### config.mk
export PLATFORM = sky130hd
export DESIGN_NAME = tgc_timer
export DESIGN_NICKNAME = d
export VERILOG_FILES = /design/src/hw/tgc_pkg.sv /design/src/hw/tgc_timer.sv
export SDC_FILE = /design/constraint.sdc
export NUM_CORES = 1
export LEC_CHECK = 0
export ABC_CLOCK_PERIOD_IN_PS = 2770
export CORE_AREA = 2 2 141 102
export DETAILED_ROUTE_END_ITERATION = 7
export DIE_AREA = 0 0 143 104
export DONT_BUFFER_PORTS = 1
export PLACE_DENSITY = 0.76
export SLEW_MARGIN = 25
export SYNTH_ARGS = -nofsm -noshare
export SYNTH_HDL_FRONTEND = slang
export SYNTH_SLANG_ARGS = --single-unit
### constraint.sdc
create_clock -name clk_sys -period 2.77 [get_ports clk_sys]
set_input_delay 0.554 -clock clk_sys [delete_from_list [all_inputs] [get_ports clk_sys]]
set_output_delay 0.554 -clock clk_sys [all_outputs]
set_load 0.05 [all_outputs]
### src/hw/tgc_pkg.sv
// Constants, field layouts and carrier types of the timer compare/capture block
package tgc_pkg;

    // Register byte offsets on the APB
    localparam logic [7:0] TGC_OFF_COUNT   = 8'h00;
    localparam logic [7:0] TGC_OFF_GR_A    = 8'h04;
    localparam logic [7:0] TGC_OFF_GR_B    = 8'h08;
    localparam logic [7:0] TGC_OFF_BUF_A   = 8'h0c;
    localparam logic [7:0] TGC_OFF_BUF_B   = 8'h10;
    localparam logic [7:0] TGC_OFF_IOCTL   = 8'h14;
    localparam logic [7:0] TGC_OFF_MODE    = 8'h18;
    localparam logic [7:0] TGC_OFF_STATUS  = 8'h1c;
    localparam logic [7:0] TGC_OFF_IRQEN   = 8'h20;
    localparam logic [7:0] TGC_OFF_PORT    = 8'h24;

    // Reset values
    localparam logic [15:0] TGC_RST_COUNT  = 16'h0000;
    localparam logic [15:0] TGC_RST_GR     = 16'hffff;
    localparam logic [15:0] TGC_RST_BUF    = 16'hffff;
    localparam logic [7:0]  TGC_RST_IOCTL  = 8'h00;
    localparam logic [6:0]  TGC_RST_MODE   = 7'h00;
    localparam logic [3:0]  TGC_RST_PORT   = 4'h0;

    // Pin I/O control codes
    localparam logic [2:0] TGC_IO_OUT_NONE = 3'h0;
    localparam logic [2:0] TGC_IO_OUT_0    = 3'h1;
    localparam logic [2:0] TGC_IO_OUT_1    = 3'h2;
    localparam logic [2:0] TGC_IO_OUT_TGL  = 3'h3;
    localparam logic [2:0] TGC_IO_CAP_RISE = 3'h4;
    localparam logic [2:0] TGC_IO_CAP_FALL = 3'h5;

    // Counter clock selections
    localparam logic [2:0] TGC_CLK_DIV1    = 3'h0;
    localparam logic [2:0] TGC_CLK_DIV2    = 3'h1;
    localparam logic [2:0] TGC_CLK_DIV4    = 3'h2;
    localparam logic [2:0] TGC_CLK_DIV8    = 3'h3;
    localparam logic [2:0] TGC_CLK_EXT_R   = 3'h4;
    localparam logic [2:0] TGC_CLK_EXT_F   = 3'h5;

    // Counter clearing sources
    localparam logic [1:0] TGC_CLR_NONE    = 2'h0;
    localparam logic [1:0] TGC_CLR_A       = 2'h1;
    localparam logic [1:0] TGC_CLR_B       = 2'h2;

    // Channel indices
    localparam int TGC_CH_A = 0;
    localparam int TGC_CH_B = 1;

    // I/O control register layout, bits 7..0
    typedef struct packed {
        logic       buffer_enable_b;
        logic [2:0] pin_b_io_code;
        logic       buffer_enable_a;
        logic [2:0] pin_a_io_code;
    } tgc_ioctl_s;

    // Mode register layout, bits 6..0
    typedef struct packed {
        logic       count_enable;
        logic [2:0] clk_sel;
        logic [1:0] clr_sel;
        logic       pwm;
    } tgc_mode_s;

    // Pin function resolved from port and mode settings
    typedef enum logic [1:0] {
        TGC_FN_PORT,
        TGC_FN_COMPARE,
        TGC_FN_CAPTURE,
        TGC_FN_PWM
    } tgc_fn_e;

endpackage : tgc_pkg

### src/hw/tgc_timer.sv
// Timer general registers A/B with compare output, capture and APB slave
//
// Summary of operation
// - Two 16-bit registers, compare or capture
// - Compare equality sets the channel flag
// - Selected edge captures count, sets flag
// - PWM mode ignores I/O control codes
// - Two bits attach buffer A and B
// - Compare match A with buffer loads count
// - Capture with buffer shifts old value out
// - Reset: compare mode, registers all ones
// - Pin A outputs PWM when enabled
// - I/O code and direction pick pin function
// - Counter counts up: free, periodic, external
// - Match drives pin 0, 1 or toggle
// - Initial pin level set before first match
// - Same demanded level leaves pin unchanged
// - Match pulses in last equal cycle
// - One match per counter input clock
// - Capture edge rising, falling or both
// - Match or capture may clear counter
// - Flag clears on read-one then write-zero
// - Flag requests interrupt only when enabled
`timescale 1ns/10ps
module tgc_timer
    import tgc_pkg::*;
(
    // Clock and reset
    input  wire logic        clk_sys,
    input  wire logic        rst_n,
    // APB slave
    input  wire logic        psel,
    input  wire logic        penable,
    input  wire logic        pwrite,
    input  wire logic [7:0]  paddr,
    input  wire logic [31:0] pwdata,
    output logic [31:0]      prdata,
    output logic             pready,
    output logic             pslverr,
    // Timer pins
    input  wire logic        timer_pin_a_in,
    output logic             timer_pin_a_out,
    output logic             timer_pin_a_oe,
    input  wire logic        timer_pin_b_in,
    output logic             timer_pin_b_out,
    output logic             timer_pin_b_oe,
    // External event clock
    input  wire logic        ext_clk_in,
    // Interrupt requests
    output logic             irq_req_a,
    output logic             irq_req_b
);

    // Resolve what a pin does from port and mode settings
    function automatic tgc_fn_e pin_function(input logic       port_mode_bit,
                                             input logic       port_direction_bit,
                                             input logic       pwm,
                                             input logic       is_a,
                                             input logic [2:0] code);
        tgc_fn_e fn;
        fn = TGC_FN_PORT;
        if (port_mode_bit) begin
            if (pwm) begin
                fn = is_a ? TGC_FN_PWM : TGC_FN_PORT;
            end else if (code == TGC_IO_OUT_0 || code[2:1] == 2'b01) begin
                fn = TGC_FN_COMPARE;
            end else if (code[2] && !port_direction_bit) begin
                fn = TGC_FN_CAPTURE;
            end
        end
        return fn;
    endfunction : pin_function

    // Edge qualification against a capture code
    function automatic logic edge_hit(input logic [2:0] code,
                                      input logic       prev,
                                      input logic       cur);
        logic rise;
        logic fall;
        rise = cur & ~prev;
        fall = prev & ~cur;
        return (code == TGC_IO_CAP_RISE) ? rise :
               (code == TGC_IO_CAP_FALL) ? fall : (rise | fall);
    endfunction : edge_hit

    // Pin level after a compare match
    function automatic logic match_level(input logic [2:0] code, input logic cur);
        return (code == TGC_IO_OUT_0) ? 1'b0 :
               (code == TGC_IO_OUT_1) ? 1'b1 : ~cur;
    endfunction : match_level

    logic [15:0] timer_count;
    logic [15:0] general_reg [2];
    logic [15:0] buffer_reg  [2];
    tgc_ioctl_s  io_control;
    tgc_mode_s   timer_mode_select;
    logic [1:0]  match_capture_flag;
    logic [1:0]  flag_read_one;
    logic [1:0]  match_capture_irq_en;
    logic [3:0]  port_bits;
    logic [2:0]  prescale;
    logic [1:0]  pin_level;

    // Synchronisers: s1 feeds only s2
    logic [2:0]  sync_s1;
    logic [2:0]  sync_s2;
    logic [2:0]  sync_prev;

    // Combinational helpers
    logic        wr_en;
    logic        rd_en;
    logic        count_tick;
    logic [1:0]  match_hit;
    logic [1:0]  capture_hit;
    logic [2:0]  code   [2];
    tgc_fn_e     pin_fn [2];
    tgc_ioctl_s  next_io;
    logic        ext_rise;
    logic        ext_fall;
    logic        clear_count;

    assign wr_en    = psel & penable & pready & pwrite;
    assign rd_en    = psel & penable & pready & ~pwrite;
    assign code[0]  = io_control.pin_a_io_code;
    assign code[1]  = io_control.pin_b_io_code;
    assign next_io  = tgc_ioctl_s'(pwdata[7:0]);
    assign ext_rise = sync_s2[2] & ~sync_prev[2];
    assign ext_fall = sync_prev[2] & ~sync_s2[2];

    always_comb begin
        pin_fn[0] = pin_function(port_bits[0], port_bits[1], timer_mode_select.pwm,
                                 1'b1, code[0]);
        pin_fn[1] = pin_function(port_bits[2], port_bits[3], timer_mode_select.pwm,
                                 1'b0, code[1]);
    end

    always_comb begin
        count_tick = 1'b0;
        if (timer_mode_select.count_enable) begin
            case (timer_mode_select.clk_sel)
                TGC_CLK_DIV1:  count_tick = 1'b1;
                TGC_CLK_DIV2:  count_tick = prescale[0];
                TGC_CLK_DIV4:  count_tick = &prescale[1:0];
                TGC_CLK_DIV8:  count_tick = &prescale;
                TGC_CLK_EXT_R: count_tick = ext_rise;
                TGC_CLK_EXT_F: count_tick = ext_fall;
                default:       count_tick = ext_rise | ext_fall;
            endcase
        end
    end

    // Matches and captures per channel
    always_comb begin
        for (int i = 0; i < 2; i++) begin
            // match in the last equal cycle, once per tick
            match_hit[i] = count_tick && (timer_count == general_reg[i]) &&
                           (pin_fn[i] == TGC_FN_COMPARE ||
                            (timer_mode_select.pwm && pin_fn[i] != TGC_FN_CAPTURE) ||
                            pin_fn[i] == TGC_FN_PORT && !code[i][2]);
            // capture on the selected edge, not in PWM
            capture_hit[i] = (pin_fn[i] == TGC_FN_CAPTURE) &&
                             edge_hit(code[i], sync_prev[i], sync_s2[i]);
        end
    end

    always_comb begin
        case (timer_mode_select.clr_sel)
            TGC_CLR_A: clear_count = match_hit[TGC_CH_A] | capture_hit[TGC_CH_A];
            TGC_CLR_B: clear_count = match_hit[TGC_CH_B] | capture_hit[TGC_CH_B];
            default:   clear_count = 1'b0;
        endcase
    end

    // two-stage synchronisers, then an edge-history stage
    always_ff @(posedge clk_sys) begin
        if (!rst_n) begin
            sync_s1   <= 3'h0;
            sync_s2   <= 3'h0;
            sync_prev <= 3'h0;
        end else begin
            sync_s1   <= {ext_clk_in, timer_pin_b_in, timer_pin_a_in};
            sync_s2   <= sync_s1;
            sync_prev <= sync_s2;
        end
    end

    // Free-running prescaler
    always_ff @(posedge clk_sys) begin
        if (!rst_n) begin
            prescale <= 3'h0;
        end else begin
            prescale <= prescale + 3'h1;
        end
    end

    // up counter; software write wins over counting
    always_ff @(posedge clk_sys) begin
        if (!rst_n) begin
            timer_count <= TGC_RST_COUNT;
        end else if (wr_en && paddr == TGC_OFF_COUNT) begin
            timer_count <= pwdata[15:0];
        end else if (clear_count) begin
            timer_count <= TGC_RST_COUNT;
        end else if (count_tick) begin
            timer_count <= timer_count + 16'h0001;
        end
    end

    // General and buffer registers; hardware loads win over software
    always_ff @(posedge clk_sys) begin
        if (!rst_n) begin
            for (int i = 0; i < 2; i++) begin
                general_reg[i] <= TGC_RST_GR;
                buffer_reg[i]  <= TGC_RST_BUF;
            end
        end else begin
            for (int i = 0; i < 2; i++) begin
                if (capture_hit[i]) begin
                    general_reg[i] <= timer_count;
                    if (i == 0 ? io_control.buffer_enable_a : io_control.buffer_enable_b) begin
                        buffer_reg[i] <= general_reg[i];
                    end
                // buffered compare A reloads from count
                end else if (i == 0 && match_hit[i] && io_control.buffer_enable_a &&
                             pin_fn[i] == TGC_FN_COMPARE) begin
                    general_reg[i] <= timer_count;
                end else if (wr_en && paddr == (i == 0 ? TGC_OFF_GR_A : TGC_OFF_GR_B)) begin
                    general_reg[i] <= pwdata[15:0];
                end
                if (!capture_hit[i] && wr_en &&
                    paddr == (i == 0 ? TGC_OFF_BUF_A : TGC_OFF_BUF_B)) begin
                    buffer_reg[i] <= pwdata[15:0];
                end
            end
        end
    end

    // Configuration registers
    always_ff @(posedge clk_sys) begin
        if (!rst_n) begin
            io_control           <= tgc_ioctl_s'(TGC_RST_IOCTL);
            timer_mode_select    <= tgc_mode_s'(TGC_RST_MODE);
            match_capture_irq_en <= 2'h0;
            port_bits            <= TGC_RST_PORT;
        end else if (wr_en) begin
            if (paddr == TGC_OFF_IOCTL) begin
                io_control <= next_io;
            end else if (paddr == TGC_OFF_MODE) begin
                timer_mode_select <= tgc_mode_s'(pwdata[6:0]);
            end else if (paddr == TGC_OFF_IRQEN) begin
                match_capture_irq_en <= pwdata[1:0];
            end else if (paddr == TGC_OFF_PORT) begin
                port_bits <= pwdata[3:0];
            end
        end
    end

    // Flags: set wins over the software clear
    always_ff @(posedge clk_sys) begin
        if (!rst_n) begin
            match_capture_flag <= 2'h0;
            flag_read_one      <= 2'h0;
        end else begin
            for (int i = 0; i < 2; i++) begin
                if (match_hit[i] || capture_hit[i]) begin
                    match_capture_flag[i] <= 1'b1;
                // clear needs prior read of one
                end else if (wr_en && paddr == TGC_OFF_STATUS && !pwdata[i] &&
                             flag_read_one[i]) begin
                    match_capture_flag[i] <= 1'b0;
                end
                if (rd_en && paddr == TGC_OFF_STATUS && match_capture_flag[i]) begin
                    flag_read_one[i] <= 1'b1;
                end else if (wr_en && paddr == TGC_OFF_STATUS) begin
                    flag_read_one[i] <= 1'b0;
                end
            end
        end
    end

    // Pin output levels
    always_ff @(posedge clk_sys) begin
        if (!rst_n) begin
            // toggle starts from 0 after reset
            pin_level <= 2'h0;
        end else if (wr_en && paddr == TGC_OFF_MODE && pwdata[0] &&
                     !timer_mode_select.pwm) begin
            // PWM start level follows the clearing source
            pin_level[0] <= (pwdata[2:1] == TGC_CLR_A);
        end else if (timer_mode_select.pwm) begin
            // set on A, clear on B; equal matches keep the level
            if (match_hit[0] && !match_hit[1]) begin
                pin_level[0] <= 1'b1;
            end else if (match_hit[1] && !match_hit[0]) begin
                pin_level[0] <= 1'b0;
            end
        end else begin
            for (int i = 0; i < 2; i++) begin
                if (wr_en && paddr == TGC_OFF_IOCTL &&
                    (i == 0 ? next_io.pin_a_io_code : next_io.pin_b_io_code) != code[i]) begin
                    case (i == 0 ? next_io.pin_a_io_code : next_io.pin_b_io_code)
                        TGC_IO_OUT_0: pin_level[i] <= 1'b1;
                        TGC_IO_OUT_1: pin_level[i] <= 1'b0;
                        default:      pin_level[i] <= pin_level[i];
                    endcase
                end else if (match_hit[i] && pin_fn[i] == TGC_FN_COMPARE) begin
                    pin_level[i] <= match_level(code[i], pin_level[i]);
                end
            end
        end
    end

    // Registered pin drivers
    always_ff @(posedge clk_sys) begin
        if (!rst_n) begin
            timer_pin_a_out <= 1'b0;
            timer_pin_a_oe  <= 1'b0;
            timer_pin_b_out <= 1'b0;
            timer_pin_b_oe  <= 1'b0;
        end else begin
            timer_pin_a_out <= pin_level[0];
            timer_pin_a_oe  <= (pin_fn[0] == TGC_FN_COMPARE) || (pin_fn[0] == TGC_FN_PWM);
            timer_pin_b_out <= pin_level[1];
            timer_pin_b_oe  <= (pin_fn[1] == TGC_FN_COMPARE);
        end
    end

    always_ff @(posedge clk_sys) begin
        if (!rst_n) begin
            irq_req_a <= 1'b0;
            irq_req_b <= 1'b0;
        end else begin
            irq_req_a <= match_capture_flag[0] & match_capture_irq_en[0];
            irq_req_b <= match_capture_flag[1] & match_capture_irq_en[1];
        end
    end

    // APB: read data prepared in setup, answered in the first access cycle
    always_ff @(posedge clk_sys) begin
        if (!rst_n) begin
            pready  <= 1'b0;
            pslverr <= 1'b0;
            prdata  <= 32'h0000_0000;
        end else begin
            pready  <= psel & ~penable;
            pslverr <= 1'b0;
            prdata  <= 32'h0000_0000;
            if (psel && !penable) begin
                if (paddr == TGC_OFF_COUNT) begin
                    prdata <= {16'h0000, timer_count};
                end else if (paddr == TGC_OFF_GR_A) begin
                    prdata <= {16'h0000, general_reg[0]};
                end else if (paddr == TGC_OFF_GR_B) begin
                    prdata <= {16'h0000, general_reg[1]};
                end else if (paddr == TGC_OFF_BUF_A) begin
                    prdata <= {16'h0000, buffer_reg[0]};
                end else if (paddr == TGC_OFF_BUF_B) begin
                    prdata <= {16'h0000, buffer_reg[1]};
                end else if (paddr == TGC_OFF_IOCTL) begin
                    prdata <= {24'h000000, io_control};
                end else if (paddr == TGC_OFF_MODE) begin
                    prdata <= {25'h0, timer_mode_select};
                end else if (paddr == TGC_OFF_STATUS) begin
                    prdata <= {30'h0, match_capture_flag};
                end else if (paddr == TGC_OFF_IRQEN) begin
                    prdata <= {30'h0, match_capture_irq_en};
                end else if (paddr == TGC_OFF_PORT) begin
                    prdata <= {28'h0000000, port_bits};
                end else begin
                    // Unmapped: error, reads zero, writes dropped
                    pslverr <= 1'b1;
                end
                if (pwrite) begin
                    prdata <= 32'h0000_0000;
                end
            end
        end
    end

endmodule : tgc_timer

==> metrics <==
DRT Wirelength=~24000 µm; maximum clock insertion buffer count=2; Power Total=about 4.6 mW; Vias=around 6.8k; Post-synth EDFFs=64; area grow syn2layout=14.5%; initial antenna violation count=0; type of the worst setup path=flip-flop to flip-flop; pin count of the biggest net entering global routing=36; Setup Skew=between 9 and 10 ps; cts bufs inserted=17; startpoint types=flip-flop; Main synth FF type=dfxtp_1; Tightest Pin Transition=around 770 ps; register area share after synthesis=45.4%; clock root cell=clkbuf_16; DIE AREA=14900 µm²; Post-Syn Area=between 7000 and 8000 µm²; CTS tree=built; FP Rows=36; hold-fix buffer count after cts=0; fin area=8840 µm²; synthesized flop and latch total=around 140; Clock transition at path regs=around 60 ps; Filler Cells Inserted=1069; global router's overall resource usage=around a third; PwrDens=between 500 and 600 nW/µm²; number of DRC markers in iteration 0=1085; initial core utilization=~57%; ys async rst share=0%; layout cells sized above 1=16.2%; n_diodes=0; first-pass GRT wire length=roughly 36000 µm; Setup crit end kind=flip-flop; outcome=completed; final hold slack=221 ps; grt ovf=0; port bufs=0; vias in the first global route=roughly 6.3k; Worst Reg-to-Reg Cells=11; Gate Count Post-Synth=~800; post-CTS sizing=0; core area=about 14000 µm²; Nets=between 900 and 1k; endpoints failing hold=0; RSZ-0062 raised after global routing=false; Max Clk Rate=~380 MHz; distinct cell type count after synthesis=72; dpl hpwl=approximately 17000 µm; latest clock arrival within the worst-skew pair=~430 ps; htree depth=4; drt wl/cell=between 20 and 25 µm; Synth Area per Inst=roughly 9.5 µm²; setup bufs post-CTS=0; Slew Viols, Final=0; Warnings, synthesis=0; Die Ht=between 100 and 150 µm; required time of the critical path=3090 ps; min-delay worst type=input port to flip-flop; setup-violating endpoint count in the final report=0; static leakage=around 2.7 nW; maximum vdd drop=approximately 0.00040 V; Ports=approximately 90; Die W=~140 µm; Routed Antenna Nets=0; critical path arrival=2940 ps; worst hold path depth=1; vias per cell=around 6.5; TritonRoute pass-1 iters=6; RD Place Congestion=1.02; residual DRC count=0; Slew headroom=around 49%; Max-Cap Viols=0; clk sink count=143; Placement Cell Area=roughly 8200 µm²; number of instances in the placed design=between 1k and 1.5k; fin crit period=~2600 ps; setup TNS=0 ps; final cell count without fillers=about 1.1k; period utilization=between 90% and 100%; CP max FO=3
-- worst max-delay path, stage by stage, from the launching register on --
cell and delay [ps]:
edfxtp_1 470, xor2_1 200, nor4_1 320, and4_1 320, and3_1 250, ha_4 220, nand2_1 60, o211ai_1 90
nor3b_1 210, a41oi_1 100, mux2i_1 180, o21ai_0 80
-- routing by layer --
| metal | track usage, % | vias up | wire [µm] |
|---|---|---|---|
| li1 | - | 3061 | - |
| met1 | 48.5 | 3283 | 10000 |
| met2 | 42.9 | 475 | 9450 |
| met3 | 14.0 | 30 | 3760 |
| met4 | 7.64 | 0 | 289 |
| met5 | 0 | - | 0 |
-- layout by cell type, fill, tap and decap left out, drive strengths merged, types with 6 or more instances in the layout --
| master | synthesis | final |
|---|---|---|
| xor2 | 20 | 20 |
| a31oi | 20 | 20 |
| o211ai | 17 | 17 |
| nor3 | 13 | 13 |
| conb | 1 | 16 |
| a22oi | 27 | 27 |
| nand2 | 93 | 93 |
| nand3 | 32 | 32 |
| nor2 | 66 | 66 |
| o22a | 31 | 31 |
| nand4 | 12 | 12 |
| and3 | 7 | 7 |
| and2 | 14 | 14 |
| mux2i | 15 | 15 |
| inv | 24 | 28 |
| a21oi | 43 | 43 |
| dfxtp | 79 | 79 |
| o21ai | 21 | 21 |
| xnor2 | 30 | 30 |
| a222oi | 6 | 6 |
| edfxtp | 64 | 64 |
| buf | 29 | 74 |
| nor4 | 15 | 15 |
| clkbuf | 45 | 18 |
| a211oi | 11 | 11 |
| ha | 12 | 12 |
| a2111oi | 6 | 6 |
-- metrics by stage --
step,utilization (%),setup slack (ps)
after floorplan,-,13.8
after global placement,60.8,97.3
after detailed placement,60.8,49.9
after CTS,65.0,49.1
after global routing,65.2,2.84
final,65.2,152
-- logic make-up after synthesis --
family / share of synthesized area (%)
XOR/XNOR: 5.67
AO/OA/AOI/OAI: 21.1
buffers and inverters: 6.04
other: 0.0486
adder cells (fa/ha/maj): 1.94
multiplexers: 2.09
AND/OR/NAND/NOR: 17.8
flip-flops: 45.4
-- synth_stat cells (all sizes together) (21+ instances only) --
library cell / number / share of area [%]
a21oi: 43 / 2.8
a22oi: 27 / 2.7
buf: 29 / 2.5
clkbuf: 45 / 2.3
dfxtp: 79 / 20
edfxtp: 64 / 25
inv: 24 / 1.2
nand2: 93 / 4.5
nand3: 32 / 2.1
nor2: 66 / 3.3
o21ai: 21 / 1.4
o22a: 31 / 3.5
xnor2: 30 / 3.4
-- path summary, 6_finish.rpt --
check                                        from                         to  slack (ps)
hold / removal                            penable          pready$_SDFF_PN0_         220
hold reg to reg            prescale[0]$_SDFF_PN0_     prescale[0]$_SDFF_PN0_         410
setup reg to reg  general_reg[0][1]$_SDFFCE_PP1P_  pin_level[0]$_SDFFE_PN0P_         150
setup / recovery  general_reg[0][1]$_SDFFCE_PP1P_  pin_level[0]$_SDFFE_PN0P_         150
-- report_power, final --
part,internal [mW],switching (mW),total [mW]
registers,2.22,0.0210,2.24
clock network,1.25,0.967,2.21
logic,0.0450,0.120,0.165
-- final cells by class --
cell class	count	area (µm²)	share of cell area, %
sequential	143	3510	39.6
inverter	24	90.1	1.02
clock inverter	14	133	1.50
multi-input combinational	590	3860	43.6
clock buffer	18	429	4.85
tap	190	238	2.69
timing repair buffer	74	593	6.71
Power figures use the tool's default switching activity.
